File: src/rtl/sraf_regs.svh
`ifndef SRAF_REGS_SVH
`define SRAF_REGS_SVH

// ----------------------------------------------------------------
// Frame layout and command codes
// ----------------------------------------------------------------
`define SRAF_FRAME_BITS 6'd32
`define SRAF_CMD_READ 4'hc
`define SRAF_CMD_WRITE 4'h8
`define SRAF_RSP_READ 4'h6
`define SRAF_RSP_WRITE 4'h4
`define SRAF_STATUS_ERROR 2'h3
`define SRAF_RES_PAD 4'h0

// ----------------------------------------------------------------
// CRC generator x^8+x^5+x^3+x^2+x+1 and seed
// ----------------------------------------------------------------
`define SRAF_CRC_POLY 8'h2f
`define SRAF_CRC_SEED 8'hff

// ----------------------------------------------------------------
// Lock/write register and its software reset field
// ----------------------------------------------------------------
`define SRAF_LOCK_ADDR 8'h10
`define SRAF_RESET_MASK 8'h03
`define SRAF_FULL_MASK 8'hff

`endif

File: src/rtl/sraf_pkg.sv
package sraf_pkg;

   // Link state, Gray coded
   typedef enum logic [0:0] {
      SRAF_IDLE = 1'b0,
      SRAF_XFER = 1'b1
   } sraf_state_t;

   // Kind of response queued for the next frame
   typedef enum logic [1:0] {
      SRAF_PK_ERR = 2'h0,
      SRAF_PK_READ = 2'h1,
      SRAF_PK_WRITE = 2'h2,
      SRAF_PK_SENSOR = 2'h3
   } sraf_kind_t;

   // Whole state of the framer
   typedef struct packed {
      logic sclk_m;
      logic sclk_s;
      logic sclk_p;
      logic ss_m;
      logic ss_s;
      logic ss_p;
      logic mosi_m;
      logic mosi_s;
      sraf_state_t phase;
      logic [31:0] rx;
      logic [5:0] cnt;
      logic [31:0] tx;
      sraf_kind_t pk;
      logic [3:0] pcmd;
      logic [15:0] pdat;
      logic wr;
      logic [7:0] waddr;
      logic [7:0] wdata;
      logic [7:0] wmask;
   } sraf_state_s_t;

endpackage

File: src/rtl/sraf_frame.sv
`include "sraf_regs.svh"

// Function
// Read response: 0110, status, word, CRC
// Bits 23:16 carry odd (high) byte
// Bits 15:8 carry even (low) byte
// Host writes with code 1000, zeros after
// Host puts byte address in bits 23:16
// Host puts data byte then CRC
// Valid write stores byte at address
// Write only without framing, CRC, output errors
// Lock bit blocks register writes
// Reset field stays writable when locked
// Failed write changes nothing, error response
// Register updates after select rises
// Read-only target: no change, valid response
// Write response: 0100, status, word, CRC
// Write response in the next frame
// Sensor response in next frame unless error
// Sensor value captured at select fall
// Host reads with code 1100, word address
// Read data captured at select rise
// CRC over 32 bits, mismatch gives error
// Sensor request has lowest command bit set
// Bits 25:24 of register responses zero
// Response shifted out MSB first, CRC last
module sraf_frame import sraf_pkg::*; (
   input wire logic core_clk_i,            // System clock, 100 MHz
   input wire logic sys_rst_i,             // Sync reset, active high
   input wire logic sclk_i,                // SPI clock pin
   input wire logic ss_n_i,                // SPI select pin, low active
   input wire logic mosi_i,                // SPI data in pin
   output logic miso_o,                    // SPI data out pin
   output logic miso_oe_o,                 // Data out enable
   input wire logic miso_err_i,            // Output verification error
   input wire logic init_lock_bit_i,       // End of init lock
   input wire logic [1:0] basic_status_i,  // Basic status field
   input wire logic [1:0] detailed_status_i, // Detailed status field
   input wire logic [11:0] sensor_value_i, // Sensor data
   output logic [7:0] reg_byte_address_o,  // Address of last frame
   input wire logic [15:0] reg_rdata_i,    // Word at address
   input wire logic reg_valid_i,           // Address is accessible
   input wire logic reg_ro_i,              // Address is read only
   output logic reg_wr_o,                  // Write strobe
   output logic [7:0] reg_waddr_o,         // Write byte address
   output logic [7:0] reg_wdata_o,         // Write data byte
   output logic [7:0] reg_wmask_o          // Write bit mask
);

   // ----------------------------------------------------------------
   // CRC over the 24 leading frame bits
   // ----------------------------------------------------------------
   function automatic logic [7:0] sraf_crc8(input logic [23:0] m);
      logic [7:0] c;
      logic fb;
      c = `SRAF_CRC_SEED;
      for (int i = 23; i >= 0; i--) begin
         fb = c[7] ^ m[i];
         c = {c[6:0], 1'b0};
         if (fb) begin
            c = c ^ `SRAF_CRC_POLY;
         end
      end
      return c;
   endfunction

   sraf_state_s_t q;
   sraf_state_s_t d;
   logic ss_fall;
   logic ss_rise;
   logic sclk_rise;
   logic sclk_fall;
   logic [23:0] hdr;
   logic frame_ok;
   logic locked_out;
   logic [3:0] cmd;

   // ----------------------------------------------------------------
   // Edge detection on synchronised pins
   // ----------------------------------------------------------------
   // Two stages to settle, a third to see edges
   // Each sclk phase must last four core cycles or more
   assign ss_fall = q.ss_p & ~q.ss_s;
   assign ss_rise = ~q.ss_p & q.ss_s;
   assign sclk_rise = ~q.sclk_p & q.sclk_s & ~q.ss_s;
   assign sclk_fall = q.sclk_p & ~q.sclk_s & ~q.ss_s;
   assign cmd = q.rx[31:28];

   // Command check: length, CRC, output error
   // Bits 7:0 matching is a zero remainder check
   assign frame_ok = (q.cnt == `SRAF_FRAME_BITS) &&
                     (sraf_crc8(q.rx[31:8]) == q.rx[7:0]) &&
                     !miso_err_i;

   // Lock blocks all but the lock/write register
   // Its reset field stays writable under lock
   assign locked_out = init_lock_bit_i &&
                       (q.rx[23:16] != `SRAF_LOCK_ADDR);

   // Header of the response queued for the next frame
   // Status and sensor inputs are taken as tx loads
   always_comb begin
      unique case (q.pk)
         SRAF_PK_READ: begin
            hdr = {`SRAF_RSP_READ, basic_status_i, 2'h0,
                   q.pdat};
         end
         SRAF_PK_WRITE: begin
            hdr = {`SRAF_RSP_WRITE, basic_status_i, 2'h0,
                   q.pdat};
         end
         SRAF_PK_SENSOR: begin
            hdr = {q.pcmd, basic_status_i, sensor_value_i,
                   `SRAF_RES_PAD, detailed_status_i};
         end
         SRAF_PK_ERR: begin
            hdr = {q.pcmd, `SRAF_STATUS_ERROR, 16'h0000, detailed_status_i};
         end
      endcase
   end

   // ----------------------------------------------------------------
   // Next state
   // ----------------------------------------------------------------
   always_comb begin
      d = q;
      d.wr = 1'b0;
      // Sync chains: only the second stage reads the first
      d.sclk_m = sclk_i;
      d.sclk_s = q.sclk_m;
      d.sclk_p = q.sclk_s;
      d.ss_m = ss_n_i;
      d.ss_s = q.ss_m;
      d.ss_p = q.ss_s;
      d.mosi_m = mosi_i;
      d.mosi_s = q.mosi_m;
      unique case (q.phase)
         SRAF_IDLE: begin
            // Load queued response at select fall
            if (ss_fall) begin
               d.tx = {hdr, sraf_crc8(hdr)};
               // Count restarts; rx refills over the frame
               d.cnt = 6'h00;
               d.phase = SRAF_XFER;
            end
         end
         SRAF_XFER: begin
            // Sample in on rising, shift out on falling
            if (sclk_rise) begin
               d.rx = {q.rx[30:0], q.mosi_s};
               if (q.cnt != 6'h3f) begin
                  d.cnt = q.cnt + 6'h01;
               end
            end
            if (sclk_fall) begin
               d.tx = {q.tx[30:0], 1'b0};
            end
            // Decode command once the frame is complete
            if (ss_rise) begin
               d.phase = SRAF_IDLE;
               d.pcmd = cmd;
               d.pk = SRAF_PK_ERR;
               if (frame_ok) begin
                  if (cmd[0]) begin
                     d.pk = SRAF_PK_SENSOR;
                  end else if (cmd == `SRAF_CMD_READ) begin
                     d.pk = SRAF_PK_READ;
                     d.pdat = reg_rdata_i;
                  end else if (cmd == `SRAF_CMD_WRITE &&
                               q.rx[27:24] == 4'h0 &&
                               reg_valid_i && !locked_out) begin
                     d.pk = SRAF_PK_WRITE;
                     d.pdat = reg_rdata_i;
                     // Read-only target keeps a valid answer
                     if (!reg_ro_i) begin
                        d.wr = 1'b1;
                        d.waddr = q.rx[23:16];
                        d.wdata = q.rx[15:8];
                        d.wmask = init_lock_bit_i ? `SRAF_RESET_MASK
                                                  : `SRAF_FULL_MASK;
                     end
                  end
               end
               // Any failure leaves the pending kind as error
               // and no strobe is raised.
            end
         end
      endcase
   end

   // ----------------------------------------------------------------
   // State register
   // ----------------------------------------------------------------
   // Select stages reset high, so no false edge follows
   always_ff @(posedge core_clk_i) begin
      if (sys_rst_i) begin
         q <= '{sclk_m: 1'b0, sclk_s: 1'b0, sclk_p: 1'b0,
                ss_m: 1'b1, ss_s: 1'b1, ss_p: 1'b1,
                mosi_m: 1'b0, mosi_s: 1'b0, phase: SRAF_IDLE,
                rx: 32'h0, cnt: 6'h00, tx: 32'h0,
                pk: SRAF_PK_ERR, pcmd: 4'h0, pdat: 16'h0000,
                wr: 1'b0, waddr: 8'h00, wdata: 8'h00,
                wmask: 8'h00};
      end else begin
         q <= d;
      end
   end

   // ----------------------------------------------------------------
   // Outputs
   // ----------------------------------------------------------------
   assign miso_o = q.tx[31];
   // Enable follows the settled select
   assign miso_oe_o = ~q.ss_s;
   // Address port keeps the last frame's address until the next frame's first sclk rise
   assign reg_byte_address_o = q.rx[23:16];
   assign reg_wr_o = q.wr;
   assign reg_waddr_o = q.waddr;
   assign reg_wdata_o = q.wdata;
   assign reg_wmask_o = q.wmask;

endmodule

File: config.mk
export PLATFORM = sky130hd
export DESIGN_NAME = sraf_frame
export DESIGN_NICKNAME = d
export VERILOG_FILES = /design/src/rtl/sraf_pkg.sv /design/src/rtl/sraf_frame.sv
export VERILOG_INCLUDE_DIRS = /design/src /design/src/rtl
export SDC_FILE = /design/constraint.sdc
export NUM_CORES = 1
export LEC_CHECK = 0
export ABC_AREA = 1
export BUFFER_PORTS_ARGS = -buffer_cell sky130_fd_sc_hd__buf_2
export CAP_MARGIN = 20
export CORE_MARGIN = 5
export CORE_UTILIZATION = 32
export DETAILED_ROUTE_END_ITERATION = 7
export HOLD_SLACK_MARGIN = 0.15
export PLACE_DENSITY = 0.49
export SLEW_MARGIN = 20
export SYNTH_ARGS = -nofsm -noshare
export SYNTH_HDL_FRONTEND = slang
export SYNTH_SLANG_ARGS = --single-unit
File: constraint.sdc
create_clock -name core_clk_i -period 3.9 [get_ports core_clk_i]
set_input_delay 0.585 -clock core_clk_i [delete_from_list [all_inputs] [get_ports core_clk_i]]
set_output_delay 0.585 -clock core_clk_i [all_outputs]
set_load 0.05 [all_outputs]
==> flow_summary.json, run 1 <==
{
  "netlist_top_cells_count": "nand2_1 (506), nand3_1 (151), inv_1 (143)",
  "yosysWarningCount": 0,
  "setup_tns_ns": 0,
  "fp.dieArea_mm2": 0.0292,
  "crit_arrival_ns": 4.13,
  "avgViaCountPerCell": 4.75,
  "clkLatencyLatePin_ns": 0.42,
  "tightest_slew_ns": 1.03,
  "cts_tree": "built",
  "required_ns": 4.25,
  "postPlaceCellArea_mm2": 0.00885,
  "netlist_area_mm2": 0.00827,
  "postLayoutCoreUtil": 0.416,
  "startpoint_type": "flip-flop",
  "grt-ovfl-total": 0,
  "multiInputGateArea_mm2": 0.00565,
  "synth_area_leader_cell": "dfxtp_1",
  "slowest_delay_ns": 0.33,
  "ioPinCount": 76,
  "ys.flop_type": "dfxtp_1",
  "io_buffers": 75,
  "dpl.cell_count": 1761,
  "wl_per_cell_um": 13.7,
  "drtIter0Drc": 380,
  "vdd_drop_max_v": 0.000291,
  "num-fill-cells": 2754,
  "core.rowCount": 58,
  "slew_headroom": 0.311,
  "synthArstFlopShare": 0,
  "synth_fa_ha_area_frac": 0.00605,
  "power_uw": 4200,
  "initial_core_util": 0.326,
  "fin_area_mm2": 0.0105,
  "synth_seq_area_share": 0.291,
  "p_leak_uw": 0.00526,
  "rsz0062_at_grt": "yes",
  "synth_cell_types": 35,
  "antenna_found_initial": 0,
  "clock_sinks": 120,
  "die_h_um": 171,
  "pwr_density_cell_mw_per_mm2": 398,
  "clock_path_buffers": 2,
  "synth_top_family_by_area": "simple AND/OR/NAND/NOR gates",
  "worstPathMaxFanout": 8,
  "vias": 8590,
  "wl_um": 24700,
  "core_area_mm2": 0.0253,
  "die_w_um": 171,
  "hpwlAfterDp_um": 17600,
  "fmax_ghz": 0.264,
  "regArea_mm2": 0.00242,
  "synthMuxAreaShare": 0,
  "drive_gt1_frac": 0.266,
  "synth_cells": 1406,
  "fin_cells": 1810,
  "postSynthNetCount": 1451,
  "htreeDepth": 4,
  "ys_ff_latch": 120,
  "grt_usage": 0.160,
  "ant_nets": 0,
  "firstDrtPassIters": 6,
  "numCtsBuffers": 17,
  "critPathCaptureType": "flip-flop",
  "synth_edf_count": 0,
  "synth_compound_area_frac": 0.107,
  "period_share": 0.970,
  "clk_pin_slew_worst_paths_ns": 0.06,
  "min_period_ns": 3.78,
  "fin_nets": 1514,
  "grt_first_pass_wirelength_um": 38300,
  "slowest_stage": "dfxtp_2",
  "drc_errors": 0,
  "synthSimpleGateAreaFrac": 0.451,
  "setup-violations-final": 0,
  "area_growth_pct": 27.4,
  "final_hold_viol_count": 0,
  "synth_top_area_share": 0.291,
  "cap_violations": 0,
  "synth_xor_area_frac": 0.0191,
  "yosysMostFrequentCell": "nand2_1",
  "gp_congestion": 0.862,
  "diodes": 0,
  "syn_area_per_cell_um2": 5.88,
  "outcome": "completed",
  "crit_type": "reg2reg",
  "synth_top_cells_by_area": "dfxtp_1 (29%), nand2_1 (23%), nand3_1 (9.1%), inv_1 (6.5%), nor2_1 (5.1%)",
  "grt_pass1_vias": 7788,
  "hold_path.class": "in2reg",
  "clock_skew_ns": 0.0136,
  "grt_max_degree": 69,
  "maxSlewViolCount": 0,
  "worst_path_most_repeated_cell": "nand2_2",
  "cts-root-buf": "clkbuf_16"
}
==> repair_timing <==
action,in CTS,in global routing
hold endpoints to repair,0,0
gates resized for setup,0,235
hold buffers,0,0
setup buffers,0,15
setup endpoints to repair,0,45
==> flip-flops by register name (all words and copies together), names as in the netlist <==
name                flops
q                      83
reg_byte_address_o      8
reg_waddr_o             8
reg_wdata_o             8
d                       5
cmd                     4
reg_wmask_o             2
miso_o                  1
reg_wr_o                1
==> power breakdown <==
| group | switching [uW] | internal, uW |
|---|---|---|
| registers | 15.3 | 1250 |
| clock network | 567 | 1130 |
| logic | 806 | 426 |
==> per-layer routing <==
metal	up-vias	routed length (um)	global-route usage
met5	-	0	0
met4	0	469	0.0396
met3	37	516	0.0256
met2	99	12400	0.282
met1	3875	11400	0.206
li1	4579	-	-
==> kinds of logic after synthesis <==
kind of cell,count (synthesis)
simple gates,859
buf+inv,234
compound gates,171
flops,120
xor+xnor,18
fa+ha+maj,4
==> cells in the final DEF (no fill, tap or decap), types with 2 or more instances in the layout <==
cell type | Yosys | final
nand2_1 | 506 | 386
inv_1 | 143 | 139
nand2_2 | 28 | 118
dfxtp_1 | 120 | 113
nor2_1 | 112 | 110
nand3_1 | 151 | 110
o21ai_0 | 80 | 79
a21oi_1 | 79 | 78
buf_2 | 7 | 75
nand3_2 | 8 | 38
nand2_4 | 6 | 35
buf_4 | 33 | 31
nand4_1 | 23 | 23
clkbuf_16 | 0 | 20
inv_2 | 13 | 16
xor2_1 | 15 | 11
nand3_4 | 0 | 11
nand3b_1 | 10 | 10
a22oi_1 | 5 | 5
nor3_1 | 4 | 4
xor2_2 | 0 | 4
nor2_4 | 2 | 4
clkbuf_8 | 0 | 4
bufinv_16 | 0 | 4
buf_6 | 4 | 4
dfxtp_2 | 0 | 4
buf_12 | 0 | 4
clkinv_1 | 4 | 3
nor4_1 | 3 | 3
ha_1 | 4 | 3
clkinv_2 | 0 | 3
dfxtp_4 | 0 | 3
nor2_2 | 2 | 2
xnor2_1 | 3 | 2
a211oi_1 | 2 | 2
or2_2 | 2 | 2
==> critical path, delay by kind of cell, from the launching register on <==
| family | cells | cell delay (ns) |
|---|---|---|
| simple gates | 25 | 2.33 |
| xor+xnor | 1 | 0.18 |
| flops | 1 | 0.33 |
| fa+ha+maj | 1 | 0.24 |
| buf+inv | 5 | 0.60 |
==> area by class of cell <==
type	instances	share of cell area
flip-flops and latches	120	0.230
repair buffers	117	0.0767
clock inverters	8	0.0137
well taps	330	0.0392
multi-input cells	1052	0.536
inverters	161	0.0585
clock buffers	22	0.0460
==> per-stage QoR <==
| step | hold WS, ns | worst slack (ns) |
|---|---|---|
| global route | 0.350 | -0.174 |
| CTS | 0.332 | 0.0593 |
| floorplan | 0.388 | 0.328 |
| detailed placement | 0.400 | 0.0930 |
| global placement | 0.395 | 0.111 |
| finish | 0.350 | 0.118 |
==> path summary, 6_finish.rpt <==
| kind | start | to | slack, ns | cells past startpoint |
|---|---|---|---|---|
| max | cmd[2] | reg_wdata_o[5] | 0.12 | 32 |
| min | ss_n_i | d[121] | 0.35 | 2 |
| max reg2reg | cmd[2] | reg_wdata_o[5] | 0.12 | 32 |
| min reg2reg | d[124] | d[123] | 0.41 | 2 |
No activity file was read; power rests on OpenSTA's default activity.
==> run 2: changes to the inputs <==
--- a/config.mk
+++ b/config.mk
@@ -12,6 +12,7 @@
 export CORE_MARGIN = 5
 export CORE_UTILIZATION = 32
 export DETAILED_ROUTE_END_ITERATION = 7
+export GPL_TIMING_DRIVEN = 0
 export HOLD_SLACK_MARGIN = 0.15
 export PLACE_DENSITY = 0.49
 export SLEW_MARGIN = 20
==> constraint.sdc (replaced) <==
create_clock -name core_clk_i -period 3.9 [get_ports core_clk_i]
set_input_delay 0.195 -clock core_clk_i [delete_from_list [all_inputs] [get_ports core_clk_i]]
set_output_delay 0.195 -clock core_clk_i [all_outputs]
set_load 0.05 [all_outputs]
==> flow_summary.json, run 2 (synthesized netlist as in run 1, its figures left out) <==
{
  "outcome": "completed",
  "drtIter0Drc": 459,
  "clock_skew_ns": 0.00856,
  "fmax_ghz": 0.260,
  "tightest_slew_ns": 0.914,
  "slowest_stage": "dfxtp_4",
  "cts_tree": "built",
  "area_growth_pct": 34.4,
  "final_common_cell": "nand2_1",
  "pwr_density_cell_mw_per_mm2": 366,
  "rsz0062_at_grt": "yes",
  "dp_slack_ns": -0.613,
  "drive_gt1_frac": 0.270,
  "period_share": 0.986,
  "largest-register": "q",
  "worstPathMaxFanout": 10,
  "avgViaCountPerCell": 4.79,
  "setup_tns_ns": 0,
  "hpwlAfterDp_um": 19900,
  "ioPinCount": 76,
  "grt_pass1_vias": 8549,
  "initial_core_util": 0.326,
  "numCtsBuffers": 17,
  "clock_sinks": 120,
  "gp_congestion": 0.872,
  "worst_path_most_repeated_cell": "nand2_1",
  "setup-violations-final": 0,
  "vdd_drop_max_v": 0.000285,
  "fp.dieArea_mm2": 0.0292,
  "crit_arrival_ns": 4.16,
  "antenna_found_initial": 0,
  "drc_errors": 0,
  "clock_path_buffers": 2,
  "min_period_ns": 3.85,
  "firstDrtPassIters": 6,
  "vias": 9109,
  "grt_max_degree": 17,
  "fin_nets": 1604,
  "die_w_um": 171,
  "core.rowCount": 58,
  "largest_reg_flops": 83,
  "slowest_delay_ns": 0.37,
  "grt_first_pass_wirelength_um": 42600,
  "cts-root-buf": "clkbuf_16",
  "critPathCaptureType": "flip-flop",
  "fin_ws_ns": 0.0547,
  "p_leak_uw": 0.00558,
  "cap_violations": 0,
  "io_buffers": 75,
  "crit_type": "reg2reg",
  "startpoint_type": "flip-flop",
  "core_area_mm2": 0.0253,
  "required_ns": 4.22,
  "maxSlewViolCount": 0,
  "grt-ovfl-total": 0,
  "layout_common_cells": "nand2_1 (398), inv_1 (136), nand3_1 (116), dfxtp_1 (114), nor2_1 (103)",
  "wl_per_cell_um": 14.2,
  "clk_pin_slew_worst_paths_ns": 0.06,
  "fin_hold_ws_ns": 0.200,
  "ant_nets": 0,
  "diodes": 0,
  "htreeDepth": 4,
  "hold_path.class": "in2reg",
  "power_uw": 4070,
  "wl_um": 27100,
  "die_h_um": 171,
  "clkLatencyLatePin_ns": 0.42,
  "final_hold_viol_count": 0,
  "slew_headroom": 0.385,
  "grt_usage": 0.181
}
run 2: final cells by class:
type	instances	area (um^2)
Buffer	73	479
Clock buffer	20	447
Clock inverter	12	103
Fill cell	2689	14200
Inverter	161	631
Multi-Input combinational cell	1052	5720
Sequential cell	120	2410
Tap cell	330	413
Timing Repair Buffer	133	902
Timing Repair inverter	1	5.00
run 2: routing by layer:
metal	track usage	vias up	part of all wire
met1	0.222	4181	0.44
met4	0.0552	0	0.023
met3	0.0305	41	0.030
li1	-	4761	-
met5	0	-	0
met2	0.325	126	0.51
run 2: per-stage QoR:
stage	utilization	area, um^2	cells
2_1_floorplan	-	8270	1406
5_1_grt	0.439	11100	1902
3_3_place_gp	0.358	9060	1811
4_1_cts	0.396	10000	1874
3_5_place_dp	0.358	9060	1811
6_report	0.439	11100	1902
run 2: worst max-delay path: cells and delay by family (launching register included):
kind	cells	cell delay [ns]
adder cells (fa/ha/maj)	1	0.29
buffers and inverters	5	0.36
flip-flops	1	0.37
AND/OR/NAND/NOR	28	2.73
run 2: power breakdown:
group          switching (uW)  internal, uW  leakage [uW]
Clock                     606           888      0.000262
Combinational             834           471       0.00434
Sequential               14.0          1250      0.000975
Total                    1450          2610       0.00558
run 2: repair_timing:
action	CTS	global route
setup endpoints to repair	39	44
buffers inserted	9	27
hold buffers	21	0
pin swaps	10	63
resized for setup	34	230
cloned	1	1
endpoints found under the hold margin	21	0
run 2: final timing paths:
check,startpoint,end,slack [ns],cells past startpoint
max,cmd[2],q[32],0.05,34
min,detailed_status_i[1],q[56],0.20,5
max reg2reg,cmd[2],q[32],0.05,34
min reg2reg,d[124],d[123],0.40,2
==> run 3: changes to the inputs <==
--- a/config.mk
+++ b/config.mk
@@ -15,6 +15,7 @@
 export GPL_TIMING_DRIVEN = 0
 export HOLD_SLACK_MARGIN = 0.15
 export PLACE_DENSITY = 0.49
+export REMOVE_ABC_BUFFERS = 1
 export SLEW_MARGIN = 20
 export SYNTH_ARGS = -nofsm -noshare
 export SYNTH_HDL_FRONTEND = slang
==> flow_summary.json, run 3 (synthesized netlist as in run 1, its figures left out) <==
{
  "path_depth": 36,
  "cts-root-buf": "clkbuf_16",
  "fin_ws_ns": 0.145,
  "drc_errors": 0,
  "grt_pass1_vias": 8099,
  "grt-ovfl-total": 0,
  "final_hold_viol_count": 0,
  "cp.buffers_inverters": 4,
  "worst_path_most_repeated_cell": "nand2_4",
  "die_h_um": 171,
  "critPathLaunch": "cmd[2]",
  "antenna_found_initial": 0,
  "postPlaceCellArea_mm2": 0.00869,
  "fmax_ghz": 0.266,
  "diodes": 0,
  "htreeDepth": 4,
  "slowest_delay_ns": 0.36,
  "clkLatencyLatePin_ns": 0.43,
  "fp.dieArea_mm2": 0.0292,
  "firstDrtPassIters": 5,
  "clock_skew_ns": 0.0127,
  "final_common_cell": "nand2_1",
  "grt_max_degree": 61,
  "tightest_slew_ns": 0.912,
  "ant_nets": 0,
  "largest-register": "q",
  "avgViaCountPerCell": 4.73,
  "grt_first_pass_wirelength_um": 39700,
  "min_from": "reg_rdata_i[2]",
  "cap_violations": 0,
  "maxSlewViolCount": 0,
  "outcome": "completed",
  "period_share": 0.963,
  "core.rowCount": 58,
  "hold_path.class": "in2reg",
  "grt_usage": 0.167,
  "p_leak_uw": 0.00531,
  "ioPinCount": 76,
  "cts_tree": "built",
  "gp_congestion": 0.839,
  "setup-violations-final": 0,
  "critPathCaptureType": "flip-flop",
  "required_ns": 4.26,
  "hpwlAfterDp_um": 17000,
  "die_w_um": 171,
  "clk_pin_slew_worst_paths_ns": 0.06,
  "fin_hold_ws_ns": 0.145,
  "vdd_drop_max_v": 0.000354,
  "crit_family": "simple AND/OR/NAND/NOR gates",
  "setup_tns_ns": 0,
  "worstPathMaxFanout": 16,
  "crit_type": "reg2reg",
  "min_period_ns": 3.75,
  "crit_arrival_ns": 4.11,
  "fin_nets": 1527,
  "wl_um": 24400,
  "dpl.cell_count": 1740,
  "pwr_density_cell_mw_per_mm2": 409,
  "largest_reg_flops": 83,
  "rsz0062_at_grt": "yes",
  "slowest_stage": "dfxtp_4",
  "clock_path_buffers": 2,
  "io_buffers": 75,
  "fin_cells": 1824,
  "drive_gt1_frac": 0.252,
  "fin_area_mm2": 0.0107,
  "layout_common_cells": "nand2_1 (402), inv_1 (133), nand3_1 (114), dfxtp_1 (112), nor2_1 (110)",
  "rr_startpoint": "cmd[2]",
  "clock_sinks": 120,
  "vias": 8623,
  "area_growth_pct": 29.9,
  "wl_per_cell_um": 13.4,
  "reg2regPathDepth": 36,
  "startpoint_type": "flip-flop",
  "core_area_mm2": 0.0253,
  "slew_headroom": 0.387,
  "dp_slack_ns": -1.37,
  "drtIter0Drc": 399,
  "initial_core_util": 0.326,
  "holdPathStages": 5,
  "numCtsBuffers": 17
}
-- run 3: changes by cell type in the layout (fill, tap and decap cells not counted), moves of 4 or more --
cell,before,now
buf_4,63,23
clkbuf_1,31,0
nor2_1,103,110
nor2_2,9,2
clkinv_4,1,6
nand3_2,27,32
nand2_1,398,402
nand2_4,40,36
-- run 3: final timing paths --
kind                  to  slack (ns)
setup / recovery   q[27]        0.15
hold / removal     q[27]        0.14
setup reg to reg   q[27]        0.15
hold reg to reg   q[118]        0.40
-- run 3: metal layers --
metal	wire length, um	GRT usage	vias to the layer above
met3	689	0.0247	22
met1	11800	0.221	3891
li1	-	-	4602
met4	344	0.0507	0
met2	11600	0.280	108
met5	0	0	-
-- run 3: final cells by class --
class	count	area (um^2)
clock inverter	14	200
tap	330	413
clock buffer	17	425
multi-input combinational	1054	5740
sequential	120	2420
timing repair buffer	128	903
inverter	161	634
fill	2746	14600
-- run 3: report_power, final --
group | internal, uW | leakage [uW] | switching (uW)
Combinational | 514 | 0.00404 | 923
Clock | 1070 | 0.000296 | 616
Sequential | 1250 | 0.000976 | 15.1
-- run 3: what timing repair did --
item,4_1_cts,5_1_grt
hold buffers,20,0
gates resized for setup,67,181
buffers inserted,12,18
hold endpoints to repair,20,0
cloned,3,0
pin swaps,21,62
setup endpoints to repair,44,52
-- run 3: stage by stage --
step	power, uW	util
floorplan	2120	-
global placement	2350	0.340
detailed placement	2360	0.343
CTS	4200	0.391
global route	4660	0.424
finish	4390	0.424
-- run 3: worst min-delay path, delay by kind of cell --
family | cells | cell delay (ns)
buf+inv | 2 | 0.12
simple gates | 3 | 0.21
